**src/rcm_pkg.sv**
```systemverilog
// Functional notes
// RQ1: Fixed four-bit device code, then one of eight three-bit commands selecting a group.
// RQ2: Wrong device code or unlisted command combination: no acknowledge, no action.
// RQ3: Command 000 is status one: init, hour mode, scratch, flags.
// RQ4: Command 001 is status two: output enables, crystal output, test bit.
// RQ5: Command 010 moves seven calendar bytes year first, value bit zero in B7.
// RQ6: Command 011 moves hour, minute, second only, same layout.
// RQ7: Unassigned calendar and alarm bits ignore writes and read zero; alarm reads return stored bytes, masked only on writes made in alarm mode.
// RQ8: Output one alarm mode: command 100 moves weekday, hour, minute alarm bytes.
// RQ9: Output one frequency mode: command 100 moves one frequency plus scratch byte.
// RQ10: Output two alarm mode: command 101 moves weekday, hour, minute alarm bytes.
// RQ11: Output two frequency mode: command 101 moves one frequency plus scratch byte.
// RQ12: Command 110 reads or writes the correction byte, bit zero in B7.
// RQ13: Command 111 reads or writes the free user byte, bit zero in B7.
// RQ14: Initialise bit is write-only; writing one initialises the circuitry.
// RQ15: Scratch bits store and return whatever the host wrote.
// RQ16: Alarm flags set on match in alarm mode, clear when read.
// RQ17: Power-on flag set at power-up, clears after read; low-voltage flag read-only.
// RQ18: Host keeps the factory test bit written as zero.
// RQ19: Host sends start, code, command, direction, bytes from B7, acks, stop.
// RQ20: Calendar fields are BCD across the seven calendar bytes.
// RQ21: A read command latches a coherent time snapshot first.
// RQ22: Bytes beyond a command's length are ignored; extra reads return idle ones.
package rcm_pkg;

  localparam logic [2:0] CMD_STAT1 = 3'h0;
  localparam logic [2:0] CMD_STAT2 = 3'h1;
  localparam logic [2:0] CMD_CAL   = 3'h2;
  localparam logic [2:0] CMD_HMS   = 3'h3;
  localparam logic [2:0] CMD_OUT1  = 3'h4;
  localparam logic [2:0] CMD_OUT2  = 3'h5;
  localparam logic [2:0] CMD_CORR  = 3'h6;
  localparam logic [2:0] CMD_USER  = 3'h7;

  localparam logic [2:0] LEN_NONE  = 3'h0;
  localparam logic [2:0] LEN_ONE   = 3'h1;
  localparam logic [2:0] LEN_HMS   = 3'h3;
  localparam logic [2:0] LEN_ALARM = 3'h3;
  localparam logic [2:0] LEN_CAL   = 3'h7;
  localparam logic [2:0] HMS_BASE  = 3'h4;
  localparam logic [2:0] IDX_LAST  = 3'h7;

  localparam logic [3:0] BIT_LAST  = 4'h7;
  localparam logic [3:0] BIT_COUNT = 4'h8;

  // Status one bit positions
  localparam int ST1_INIT  = 7;
  localparam int ST1_HOUR  = 6;
  localparam int ST1_SC_HI = 5;
  localparam int ST1_SC_LO = 4;
  localparam int ST1_AL1   = 3;
  localparam int ST1_AL2   = 2;
  localparam int ST1_LV    = 1;
  localparam int ST1_POC   = 0;

  // Status two bit positions
  localparam int ST2_O1_FREQ = 7;
  localparam int ST2_O1_MIN  = 6;
  localparam int ST2_O1_AL   = 5;
  localparam int ST2_XTAL    = 4;
  localparam int ST2_O2_FREQ = 3;
  localparam int ST2_O2_MIN  = 2;
  localparam int ST2_O2_AL   = 1;
  localparam int ST2_TEST    = 0;

  // Live bit masks, wire order, first byte in the top bits
  localparam logic [55:0] CAL_MASK   = 56'hff_f8_fc_e0_fe_fe_fe;
  localparam logic [23:0] ALARM_MASK = 24'he1_ff_ff;
  localparam logic [7:0]  IDLE_BYTE  = 8'hff;

  localparam logic [2:0] SYNC_INIT = 3'h6;

  typedef struct packed {
    logic        hour_mode;
    logic [1:0]  scratch;
    logic [7:0]  status_two;
    logic [23:0] out_one;
    logic [23:0] out_two;
    logic [7:0]  correction;
    logic [7:0]  user_byte;
  } rcm_cfg_type;

  localparam rcm_cfg_type CFG_RESET = '0;

  typedef enum logic [2:0] {
    ST_IDLE  = 3'h0,
    ST_ADDR  = 3'h1,
    ST_AACK  = 3'h3,
    ST_WDATA = 3'h2,
    ST_WACK  = 3'h6,
    ST_RDATA = 3'h7,
    ST_RACK  = 3'h5
  } rcm_state_type;

endpackage

```
**src/rcm_command_map.sv**
```systemverilog
`timescale 1ns/1ps
`default_nettype none
module rcm_command_map
  import rcm_pkg::*;
#(
  parameter logic [3:0] DEVICE_CODE = 4'ha  // Arbitrary value
) (
  // Clock, enable and reset
  input  wire logic        clk,
  input  wire logic        ce,
  input  wire logic        arst_n,
  // Serial pins
  input  wire logic        scl_in,
  input  wire logic        sda_in,
  output var  logic        sda_out,
  output var  logic        sda_oe,
  // Timekeeping side
  input  wire logic [55:0] time_live,
  input  wire logic        alarm_one_hit,
  input  wire logic        alarm_two_hit,
  input  wire logic        low_voltage_detect,
  output var  logic        time_load_all,
  output var  logic        time_load_clock,
  output var  logic [55:0] time_wr,
  // Configuration
  output var  rcm_cfg_type cfg,
  output var  logic        init_pulse
);

  function automatic logic [7:0] get56(input logic [55:0] v, input logic [2:0] i);
    int sh;
    sh = 8 * (6 - int'(i));
    return 8'(v >> sh);
  endfunction

  function automatic logic [55:0] put56(input logic [55:0] v, input logic [2:0] i,
                                        input logic [7:0] b);
    int          sh;
    logic [55:0] m;
    sh = 8 * (6 - int'(i));
    m  = {48'h0, 8'hff} << sh;
    return (v & ~m) | ({48'h0, b} << sh);
  endfunction

  function automatic logic [7:0] get24(input logic [23:0] v, input logic [2:0] i);
    return get56({32'h0, v}, 3'(i + HMS_BASE));
  endfunction

  function automatic logic [23:0] put24(input logic [23:0] v, input logic [2:0] i,
                                        input logic [7:0] b);
    logic [55:0] w;
    w = put56({32'h0, v}, 3'(i + HMS_BASE), b);
    return w[23:0];
  endfunction

  function automatic logic alarm_mode(input logic al, input logic mn, input logic fr);
    return al & ~mn & ~fr;
  endfunction

  function automatic logic freq_mode(input logic mn, input logic fr);
    return ~mn & fr;
  endfunction

  // Byte length of a command; zero marks an unlisted combination
  function automatic logic [2:0] cmd_len(input logic [2:0] c, input logic [7:0] s2);
    logic [2:0] n;
    n = LEN_NONE;
    case (c)
      CMD_CAL: n = LEN_CAL;
      CMD_HMS: n = LEN_HMS;
      CMD_OUT1: begin
        if (alarm_mode(s2[ST2_O1_AL], s2[ST2_O1_MIN], s2[ST2_O1_FREQ])) begin
          n = LEN_ALARM;
        end else if (freq_mode(s2[ST2_O1_MIN], s2[ST2_O1_FREQ])) begin
          n = LEN_ONE;
        end
      end
      CMD_OUT2: begin
        if (alarm_mode(s2[ST2_O2_AL], s2[ST2_O2_MIN], s2[ST2_O2_FREQ])) begin
          n = LEN_ALARM;
        end else if (freq_mode(s2[ST2_O2_MIN], s2[ST2_O2_FREQ])) begin
          n = LEN_ONE;
        end
      end
      default: n = LEN_ONE;
    endcase
    return n;
  endfunction

  // Reset release
  logic [1:0] rst_sync;
  logic       rst_n;

  always_ff @(posedge clk or negedge arst_n) begin
    if (!arst_n) begin
      rst_sync <= 2'h0;
    end else begin
      rst_sync <= {rst_sync[0], 1'b1};
    end
  end
  assign rst_n = rst_sync[1];

  // Pin sampling; idle bus lines sit high
  logic [2:0] pins;
  logic       scl_s;
  logic       sda_s;
  logic       lv_s;
  logic       scl_q;
  logic       sda_q;

  rcm_sync #(
    .WIDTH (3),
    .INIT  (SYNC_INIT)
  ) u_sync (
    .clk   (clk),
    .ce    (ce),
    .rst_n (rst_n),
    .d     ({scl_in, sda_in, low_voltage_detect}),
    .q     (pins)
  );
  assign scl_s = pins[2];
  assign sda_s = pins[1];
  assign lv_s  = pins[0];

  always_ff @(posedge clk or negedge rst_n) begin
    if (!rst_n) begin
      scl_q <= 1'b1;
      sda_q <= 1'b1;
    end else if (ce) begin
      scl_q <= scl_s;
      sda_q <= sda_s;
    end
  end

  logic scl_rise;
  logic scl_fall;
  logic start_cond;
  logic stop_cond;

  assign scl_rise   = ce & scl_s & ~scl_q;
  assign scl_fall   = ce & ~scl_s & scl_q;
  assign start_cond = ce & scl_s & scl_q & sda_q & ~sda_s;
  assign stop_cond  = ce & scl_s & scl_q & ~sda_q & sda_s;

  // Protocol state
  rcm_state_type state;
  logic [3:0]    cnt;
  logic          half;
  logic          mack;
  logic [7:0]    sh;
  logic [2:0]    cmd;
  logic          rw;
  logic [2:0]    idx;
  logic [2:0]    len;
  logic [55:0]   snap;
  logic          al1_flag;
  logic          al2_flag;
  logic          lv_flag;
  logic          poc_flag;

  logic [7:0] sh_in;
  logic [2:0] next_len;
  logic       addr_ok;
  logic       addr_done;
  logic       rd_load;
  logic       rd_stb;
  logic       wr_stb;
  logic       init_stb;
  logic [7:0] rd_byte;
  logic       o1_alarm;
  logic       o2_alarm;

  assign sh_in     = {sh[6:0], sda_s};
  assign next_len  = cmd_len(sh_in[3:1], cfg.status_two);
  assign addr_ok   = (sh_in[7:4] == DEVICE_CODE) && (next_len != LEN_NONE); // [RQ1] [RQ2]
  assign addr_done = (state == ST_ADDR) && scl_rise && (cnt == BIT_LAST);
  assign rd_load   = scl_fall && !start_cond && !stop_cond &&
                     (((state == ST_AACK) && half && rw) || ((state == ST_RACK) && half && mack));
  assign rd_stb    = rd_load && (idx < len);
  assign wr_stb    = (state == ST_WDATA) && scl_rise && !start_cond && !stop_cond &&
                     (cnt == BIT_LAST) && (idx < len); // [RQ22]
  assign init_stb  = wr_stb && (cmd == CMD_STAT1) && sh_in[ST1_INIT]; // [RQ14]
  assign o1_alarm  = alarm_mode(cfg.status_two[ST2_O1_AL], cfg.status_two[ST2_O1_MIN],
                                cfg.status_two[ST2_O1_FREQ]);
  assign o2_alarm  = alarm_mode(cfg.status_two[ST2_O2_AL], cfg.status_two[ST2_O2_MIN],
                                cfg.status_two[ST2_O2_FREQ]);
  assign sda_out   = 1'b0;

  // Byte presented for a read at the current index
  always_comb begin
    rd_byte = IDLE_BYTE; // [RQ22]
    if (idx < len) begin
      case (cmd)
        CMD_STAT1: begin
          rd_byte = {1'b0, cfg.hour_mode, cfg.scratch, al1_flag, al2_flag, lv_flag,
                     poc_flag}; // [RQ3] [RQ14] [RQ15]
        end
        CMD_STAT2: rd_byte = cfg.status_two; // [RQ4]
        CMD_CAL:   rd_byte = get56(snap & CAL_MASK, idx); // [RQ5] [RQ7] [RQ20]
        CMD_HMS:   rd_byte = get56(snap & CAL_MASK, 3'(idx + HMS_BASE)); // [RQ6]
        CMD_OUT1:  rd_byte = get24(cfg.out_one, idx); // [RQ8] [RQ9]
        CMD_OUT2:  rd_byte = get24(cfg.out_two, idx); // [RQ10] [RQ11]
        CMD_CORR:  rd_byte = cfg.correction; // [RQ12]
        default:   rd_byte = cfg.user_byte; // [RQ13]
      endcase
    end
  end

  always_ff @(posedge clk or negedge rst_n) begin
    if (!rst_n) begin
      state  <= ST_IDLE;
      cnt    <= 4'h0;
      half   <= 1'b0;
      mack   <= 1'b0;
      sh     <= 8'h00;
      cmd    <= CMD_STAT1;
      rw     <= 1'b0;
      idx    <= 3'h0;
      len    <= LEN_NONE;
      sda_oe <= 1'b0;
    end else if (start_cond) begin
      state  <= ST_ADDR;
      cnt    <= 4'h0;
      sda_oe <= 1'b0;
    end else if (stop_cond) begin
      state  <= ST_IDLE;
      sda_oe <= 1'b0;
    end else if (ce) begin
      case (state)
        ST_ADDR: begin
          if (scl_rise) begin
            sh  <= sh_in;
            cnt <= 4'(cnt + 4'h1);
            if (cnt == BIT_LAST) begin
              if (addr_ok) begin
                state <= ST_AACK;
                half  <= 1'b0;
                cmd   <= sh_in[3:1];
                rw    <= sh_in[0];
                idx   <= 3'h0;
                len   <= next_len;
              end else begin
                state <= ST_IDLE; // [RQ2]
              end
            end
          end
        end
        ST_AACK, ST_WACK: begin
          if (scl_rise) begin
            half <= 1'b1;
          end else if (scl_fall) begin
            if (!half) begin
              sda_oe <= 1'b1;
            end else if (rw) begin
              state  <= ST_RDATA;
              sda_oe <= ~rd_byte[7];
              sh     <= {rd_byte[6:0], 1'b0};
              cnt    <= 4'h1;
              idx    <= (idx == IDX_LAST) ? idx : 3'(idx + 3'h1);
            end else begin
              state  <= ST_WDATA;
              sda_oe <= 1'b0;
              cnt    <= 4'h0;
            end
          end
        end
        ST_WDATA: begin
          if (scl_rise) begin
            sh  <= sh_in;
            cnt <= 4'(cnt + 4'h1);
            if (cnt == BIT_LAST) begin
              state <= ST_WACK;
              half  <= 1'b0;
              idx   <= (idx == IDX_LAST) ? idx : 3'(idx + 3'h1);
            end
          end
        end
        ST_RDATA: begin
          if (scl_fall) begin
            if (cnt == BIT_COUNT) begin
              sda_oe <= 1'b0;
              state  <= ST_RACK;
              half   <= 1'b0;
            end else begin
              sda_oe <= ~sh[7];
              sh     <= {sh[6:0], 1'b0};
              cnt    <= 4'(cnt + 4'h1);
            end
          end
        end
        ST_RACK: begin
          if (scl_rise) begin
            half <= 1'b1;
            mack <= ~sda_s;
          end else if (scl_fall && half) begin
            if (mack) begin
              state  <= ST_RDATA;
              sda_oe <= ~rd_byte[7];
              sh     <= {rd_byte[6:0], 1'b0};
              cnt    <= 4'h1;
              idx    <= (idx == IDX_LAST) ? idx : 3'(idx + 3'h1);
            end else begin
              state <= ST_IDLE;
            end
          end
        end
        default: state <= ST_IDLE;
      endcase
    end
  end

  // Snapshot keeps a carry during the read from tearing the bytes
  always_ff @(posedge clk or negedge rst_n) begin
    if (!rst_n) begin
      snap <= 56'h0;
    end else if (addr_done && addr_ok && sh_in[0] && !start_cond && !stop_cond) begin
      snap <= time_live; // [RQ21]
    end
  end

  // Configuration registers
  always_ff @(posedge clk or negedge rst_n) begin
    if (!rst_n) begin
      cfg <= CFG_RESET;
    end else if (init_stb) begin
      cfg <= CFG_RESET; // [RQ14]
    end else if (wr_stb) begin
      case (cmd)
        CMD_STAT1: begin
          cfg.hour_mode <= sh_in[ST1_HOUR]; // [RQ3]
          cfg.scratch   <= sh_in[ST1_SC_HI:ST1_SC_LO]; // [RQ15]
        end
        CMD_STAT2: cfg.status_two <= sh_in; // [RQ4]
        CMD_OUT1: begin
          cfg.out_one <= put24(cfg.out_one, idx,
                               o1_alarm ? (sh_in & get24(ALARM_MASK, idx)) : sh_in); // [RQ7] [RQ8] [RQ9]
        end
        CMD_OUT2: begin
          cfg.out_two <= put24(cfg.out_two, idx,
                               o2_alarm ? (sh_in & get24(ALARM_MASK, idx)) : sh_in); // [RQ10] [RQ11]
        end
        CMD_CORR:  cfg.correction <= sh_in; // [RQ12]
        CMD_USER:  cfg.user_byte <= sh_in; // [RQ13]
        default:   cfg <= cfg;
      endcase
    end
  end

  always_ff @(posedge clk or negedge rst_n) begin
    if (!rst_n) begin
      init_pulse <= 1'b0;
    end else if (ce) begin
      init_pulse <= init_stb; // [RQ14]
    end
  end

  // Flags: a hit in the clearing cycle wins
  logic clr_flags;
  assign clr_flags = rd_stb && (cmd == CMD_STAT1);

  always_ff @(posedge clk or negedge rst_n) begin
    if (!rst_n) begin
      al1_flag <= 1'b0;
      al2_flag <= 1'b0;
      lv_flag  <= 1'b0;
      poc_flag <= 1'b1; // [RQ17]
    end else if (ce) begin
      al1_flag <= (al1_flag & ~clr_flags & ~init_stb) | (alarm_one_hit & o1_alarm); // [RQ16]
      al2_flag <= (al2_flag & ~clr_flags & ~init_stb) | (alarm_two_hit & o2_alarm); // [RQ16]
      lv_flag  <= (lv_flag & ~init_stb) | lv_s; // [RQ17]
      poc_flag <= poc_flag & ~clr_flags & ~init_stb; // [RQ17]
    end
  end

  // Calendar writes gathered, then handed over whole
  always_ff @(posedge clk or negedge rst_n) begin
    if (!rst_n) begin
      time_wr         <= 56'h0;
      time_load_all   <= 1'b0;
      time_load_clock <= 1'b0;
    end else if (ce) begin
      time_load_all   <= wr_stb && (cmd == CMD_CAL) && (idx == 3'(LEN_CAL - 3'h1)); // [RQ5]
      time_load_clock <= wr_stb && (cmd == CMD_HMS) && (idx == 3'(LEN_HMS - 3'h1)); // [RQ6]
      if (wr_stb && (cmd == CMD_CAL)) begin
        time_wr <= put56(time_wr, idx, sh_in & get56(CAL_MASK, idx)); // [RQ7] [RQ20]
      end else if (wr_stb && (cmd == CMD_HMS)) begin
        time_wr <= put56(time_wr, 3'(idx + HMS_BASE),
                         sh_in & get56(CAL_MASK, 3'(idx + HMS_BASE))); // [RQ6] [RQ7]
      end
    end
  end

endmodule // rcm_command_map
`default_nettype wire

```
**src/rcm_sync.sv**
```systemverilog
`timescale 1ns/1ps
`default_nettype none
module rcm_sync #(
  parameter int               WIDTH = 1,
  parameter logic [WIDTH-1:0] INIT  = '0
) (
  // Clock, enable and reset
  input  wire logic             clk,
  input  wire logic             ce,
  input  wire logic             rst_n,
  // Data
  input  wire logic [WIDTH-1:0] d,
  output var  logic [WIDTH-1:0] q
);

  logic [WIDTH-1:0] meta;

  // One process for all bits, so each flop has a single writer
  always_ff @(posedge clk or negedge rst_n) begin
    if (!rst_n) begin
      meta <= INIT;
      q    <= INIT;
    end else if (ce) begin
      meta <= d;
      q    <= meta;
    end
  end

endmodule // rcm_sync
`default_nettype wire

```
**config.mk**
```make
export PLATFORM = sky130hd
export DESIGN_NAME = rcm_command_map
export DESIGN_NICKNAME = d
export VERILOG_FILES = /design/src/rcm_pkg.sv /design/src/rcm_command_map.sv /design/src/rcm_sync.sv
export SDC_FILE = /design/constraint.sdc
export NUM_CORES = 1
export LEC_CHECK = 0
export ABC_CLOCK_PERIOD_IN_PS = 16040
export BUFFER_PORTS_ARGS = -buffer_cell sky130_fd_sc_hd__buf_2
export CAP_MARGIN = 20
export CELL_PAD_IN_SITES_DETAIL_PLACEMENT = 1
export CELL_PAD_IN_SITES_GLOBAL_PLACEMENT = 1
export CORE_ASPECT_RATIO = 1.2
export CORE_UTILIZATION = 47
export CTS_CLUSTER_SIZE = 30
export DETAILED_ROUTE_END_ITERATION = 7
export GPL_TIMING_DRIVEN = 1
export PLACE_DENSITY = 0.82
export SLEW_MARGIN = 5
export SYNTH_ARGS = -nofsm -noshare
export SYNTH_HDL_FRONTEND = slang
export SYNTH_SLANG_ARGS = --single-unit
```
**constraint.sdc**
```tcl
create_clock -name clk -period 16.04 [get_ports clk]
set_input_delay 0.802 -clock clk [delete_from_list [all_inputs] [get_ports clk]]
set_output_delay 0.802 -clock clk [all_outputs]
set_load 0.005 [all_outputs]
```
==> results of run 1 <==
[cell usage after synthesis (all sizes together), types with 10 or more instances]
cell	number	area, um2
o31ai	11	82.6
and2	27	169
nor3	16	101
buf	34	176
nand3	40	205
clkbuf	40	150
nand2b	10	62.6
dfrtp	212	5310
a21oi	45	225
nor2	121	472
nand2	90	338
mux2i	102	1020
nor2b	15	93.8
mux2	80	901
a211oi	19	143
inv	19	71.3
o22ai	14	87.6
o21ai	62	310
[cells by family after synthesis]
family | share of synthesized area
adder cells (fa/ha/maj) | 0.0107
AND/OR/NAND/NOR | 0.165
other | 0.000655
buffers and inverters | 0.0350
flip-flops | 0.479
AO/OA/AOI/OAI | 0.136
XOR/XNOR | 0.00229
multiplexers | 0.171
[layer usage]
layer  up-vias  share of wire  global-route usage
met5         -              0                   0
met4         0          0.056               0.168
li1       4374              -                   -
met1      5029           0.40               0.407
met3       116          0.059              0.0421
met2       402           0.48               0.532
[where the power goes]
part / internal, mW / leakage [nW] / switching (mW) / total [mW]
registers: 0.578 / 2.98 / 0.0901 / 0.669
logic: 0.143 / 3.18 / 0.322 / 0.465
clock network: 0.318 / 0.369 / 0.225 / 0.543
total: 1.04 / 6.52 / 0.637 / 1.68
[path summary, 6_finish.rpt]
path	from	to	slack, ns	cells past startpoint
setup reg to reg	idx[0]	cfg[35]	12.13	7
hold / removal	arst_n	rst_sync[0]	0.04	1
max in group asynchronous	rst_sync[1]	time_wr[11]	13.17	2
hold reg to reg	rst_sync[0]	rst_sync[1]	0.36	0
min in group clk	rst_sync[0]	rst_sync[1]	0.36	0
setup / recovery	idx[0]	cfg[35]	12.13	7
[per-stage QoR]
stage / setup slack, ns / total power, mW / hold WS (ns) / utilization / area, um2
finish: 12.13 / 1.68 / 0.0390 / 0.558 / 13400
detailed placement: 12.21 / 1.12 / 0.343 / 0.526 / 12600
global placement: 12.21 / 1.11 / 0.337 / 0.526 / 12600
global route: 12.04 / 1.74 / 0.0321 / 0.558 / 13400
floorplan: 9.50 / 0.954 / 0.331 / - / 11500
CTS: 12.28 / 1.67 / 0.0288 / 0.557 / 13400
[sequential cells by signal, summed over array words and instances (netlist names), 2 cells and up]
register / flops
cfg: 75
time_wr: 56
snap: 43
sh: 8
cnt: 4
cmd: 3
idx: 3
len: 3
state: 3
u_sync.meta: 3
u_sync.q: 3
rst_sync: 2
[worst max-delay path, cell delays in order (launching register included)]
cell	delay (ns)
dfrtp_1	0.39
buf_4	0.45
inv_1	0.13
ha_2	0.71
nor2b_1	0.77
nand4_1	0.83
mux2i_1	0.38
nor2_1	0.06
[layout make-up]
cell class                 instances  area, um2
fill                            2685      10600
multi-input combinational        812       5600
sequential                       219       5490
timing repair buffer             200       1040
clock buffer                      36        664
tap                              320        400
clock inverter                     5       90.1
inverter                          20       75.1
antenna                            1       2.50
==> run summary, run 1 <==
Routed WL = 39200 um
CTS tree = built
Startpoint Class = register
Mean routed wirelength per cell = 24.3 um
Area Growth Syn to Fin = 16.5%
Share of cells above drive strength 1 = 0.268
All-Layer GR Usage = 0.321
Crit Path Category = reg2reg
Final worst-path cycle share = 0.244
Resized cells post-CTS = 0
Max-cap violations = 0
Setup bufs post-CTS = 0
Max-slew headroom = 0.288
Peak Freq = 256 MHz
Starting density of the core = 0.479
Post-synthesis sequential area ratio = 0.479
Area of the die = 25000 um2
Final setup vio count = 0
Routability cong. = 0.918
Initial antenna violation count = 1
Mapped Cells = 1125
WP data required = 16.43 ns
Tightest Pin Transition = 1.07 ns
Dpl hpwl = 27500 um
EDFF count, synth = 0
Lkg Pwr = 6.52 nW
Clock Latency Late Sink = 0.54 ns
CP Capture Type = register
Final Hold Violating Endpoints = 0
Tmin final = 3.91 ns
Vias/cell = 6.15
Final ANT Viol Nets = 0
Top_reg_cell synth = dfrtp_1
Final Net Count = 1349
Chip Width = 145 um
Max Root-Sink Buffers = 3
Final Skew = 0.0219 ns
Unrepaired setup endpoints after global routing = false
Clk slew on worst S/H paths = 0.06 ns
Maximum fanout count along the critical path = 43
CTS buffer count = 23
Placed cell count = 1571
Largest net degree at the start of global routing = 75
Io pins = 200
CTS H-tree lvls = 1
# port buffers = 185
Synthesized area = 11500 um2
Mean Syn Cell Area = 10.2 um2
First-pass GRT wire length = 61100 um
Pre-antenna DRT Iters = 5
Maximum VDD drop = 88.7 uV
Status = completed
Final TNS setup = 0 ns
Final Slew Violations = 0
Via count = 9921
Post-synthesis register bit count = 219
FFs w/ async S/R, synth = 1.00
Critical Path AT = 4.30 ns
Initial detailed-routing violation count = 823
Most frequent cells in the layout = dfrtp_1 (210), buf_2 (185), nor2_1 (113)
Rows = 62
Most common cell after layout, fill and taps aside = dfrtp_1
Gr ovfl total = 0
Number of global-route vias before repair = 10400
CTS root buf = clkbuf_16
Post-synth net total = 1198
Worst min-delay path class = in2async
DRC violations left = 0
Core ar. = 24000 um2
Clk sinks = 219
Synth warn = 0
Hold Buf Count CTS = 0
Pwr dens = 125 nW/um2
Final std cells w/o fill = 1613
Distinct cells, synth = 79
Die Height = 173 um
Power figures use the tool's default switching activity.
==> run 2: changes to the inputs <==
--- a/config.mk
+++ b/config.mk
@@ -5,17 +5,17 @@
 export SDC_FILE = /design/constraint.sdc
 export NUM_CORES = 1
 export LEC_CHECK = 0
-export ABC_CLOCK_PERIOD_IN_PS = 16040
+export ABC_CLOCK_PERIOD_IN_PS = 3580
 export BUFFER_PORTS_ARGS = -buffer_cell sky130_fd_sc_hd__buf_2
 export CAP_MARGIN = 20
 export CELL_PAD_IN_SITES_DETAIL_PLACEMENT = 1
 export CELL_PAD_IN_SITES_GLOBAL_PLACEMENT = 1
 export CORE_ASPECT_RATIO = 1.2
-export CORE_UTILIZATION = 47
+export CORE_UTILIZATION = 40
 export CTS_CLUSTER_SIZE = 30
 export DETAILED_ROUTE_END_ITERATION = 7
 export GPL_TIMING_DRIVEN = 1
-export PLACE_DENSITY = 0.82
+export PLACE_DENSITY = 0.74
 export SLEW_MARGIN = 5
 export SYNTH_ARGS = -nofsm -noshare
 export SYNTH_HDL_FRONTEND = slang
==> constraint.sdc (replaced) <==
create_clock -name clk -period 3.58 [get_ports clk]
set_input_delay 0.179 -clock clk [delete_from_list [all_inputs] [get_ports clk]]
set_output_delay 0.179 -clock clk [all_outputs]
set_load 0.005 [all_outputs]
==> run 2 against run 1 <==
Effect of this change:
- register-to-register slack worse by 12 ns
- non-clock buffer count increased by 85
- sequential cell count unchanged
- sequential power grew to 4.1 times the previous value
==> run summary, run 2 (synthesis gave the netlist of run 1 again) <==
Crit Path Category = reg2reg
Setup WS pre-CTS = 0.376 ns
Io pins = 200
Cell family contributing the most delay on the critical path = simple AND/OR/NAND/NOR gates
Final instance area = 14400 um2
Critical Path AT = 3.65 ns
DRC violations left = 0
CP startpoint = idx[0]
Status = completed
WP data required = 4.01 ns
Rows = 67
Most frequent cells in the layout = dfrtp_1 (210), buf_2 (185), nor2_1 (113)
Final ANT Viol Nets = 0
Final WS setup = 0.359 ns
Routed WL = 41000 um
Lkg Pwr = 6.96 nW
Starting density of the core = 0.408
Pre-antenna DRT Iters = 5
Unrepaired setup endpoints after global routing = false
Max-slew headroom = 0.407
Worst Hold Launch = ce
CP Capture Type = register
First-pass GRT wire length = 63700 um
Clk slew on worst S/H paths = 0.07 ns
Final setup vio count = 0
All-Layer GR Usage = 0.284
CTS tree = built
Via count = 10100
Overall power = 7.89 mW
Max reg flops = 75
Clk sinks = 219
Number of global-route vias before repair = 10600
# port buffers = 185
Tmin final = 3.22 ns
CTS buffer count = 24
Share of cells above drive strength 1 = 0.281
Vias/cell = 5.78
Dpl hpwl = 28400 um
CP peak stage delay = 0.70 ns
Gr ovfl total = 0
Worst-path cell with the longest stage delay = nor2b_1
Worst min-delay path class = in2reg
Pwr dens = 549 nW/um2
CTS root buf = clkbuf_16
Final Skew = 0.0240 ns
Chip Width = 157 um
Largest Register = cfg
Routability cong. = 0.932
Die Height = 188 um
Maximum fanout count along the critical path = 30
Fill cells = 3145
Peak Freq = 310 MHz
Final TNS setup = 0 ns
Reg-to-Reg Start = idx[0]
Initial antenna violation count = 0
Mean routed wirelength per cell = 23.3 um
Area of the die = 29400 um2
Most common cell after layout, fill and taps aside = dfrtp_1
Dpl cell area = 13000 um2
N_diodes = 0
Core ar. = 28100 um2
Final Hold Violating Endpoints = 0
Tightest Pin Transition = 0.890 ns
Largest regs = cfg x75, time_wr x56, snap x43
Maximum VDD drop = 359 uV
Area Growth Syn to Fin = 25.1%
Worst path cell trace = inv_1, ha_2, buf_12, nor2b_1, nand3_1, mux2_2
Buf+Inv Stages, Crit Path = 2
Max Root-Sink Buffers = 3
Initial detailed-routing violation count = 751
Startpoint Class = register
Final Slew Violations = 0
Final Net Count = 1435
Largest net degree at the start of global routing = 138
Worst hold slack = 0.0500 ns
Resized cells post-CTS = 0
CTS H-tree lvls = 1
Final worst-path cycle share = 0.900
Max-cap violations = 0
Clock Latency Late Sink = 0.55 ns
==> run 2: per-stage QoR <==
stage,utilization,std cells
2_1_floorplan,-,1125
3_3_place_gp,0.463,1664
3_5_place_dp,0.463,1664
4_1_cts,0.510,1756
5_1_grt,0.511,1757
6_report,0.511,1757
==> run 2: layout make-up <==
cell class              count  area, um2  area share
repair buffers            285       1900       0.132
clock buffers              31        657      0.0458
well taps                 379        474      0.0330
flip-flops and latches    219       5490       0.383
multi-input cells         812       5600       0.390
clock inverters            11        154      0.0107
inverters                  20       75.1     0.00523
==> run 2: metal layers <==
metal / part of all wire / global-route usage / wire, um / up-vias
met5: 0 / 0 / 0 / -
met4: 0.051 / 0.137 / 2080 / 0
met3: 0.058 / 0.0400 / 2400 / 105
met2: 0.49 / 0.476 / 20000 / 369
met1: 0.40 / 0.359 / 16600 / 5140
li1: - / - / - / 4535
==> run 2: worst register-to-register path, stage by stage (launching register included) <==
cell     delay [ns]
dfrtp_1        0.51
inv_1          0.13
ha_2           0.55
buf_12         0.27
nor2b_1        0.72
nand3_1        0.51
mux2_2         0.43
==> run 2: timing repair <==
| item | in CTS | in global routing |
|---|---|---|
| hold buffers | 50 | 0 |
| buffers inserted | 0 | 0 |
| endpoints found under the hold margin | 50 | 0 |
==> run 2: path summary, 6_finish.rpt <==
path | to | slack, ns | cells after the start
setup / recovery | time_wr[52] | 0.36 | 6
hold / removal | lv_flag | 0.05 | 2
setup reg to reg | time_wr[52] | 0.36 | 6
hold reg to reg | cfg[39] | 0.28 | 1
max in group asynchronous | snap[3] | 2.44 | 1
min in group asynchronous | cfg[39] | 0.28 | 1
==> run 2: report_power, final <==
part,switching (mW),leakage (nW),internal (mW)
logic,1.69,3.59,0.811
clock network,1.09,0.392,1.52
registers,0.179,2.98,2.60
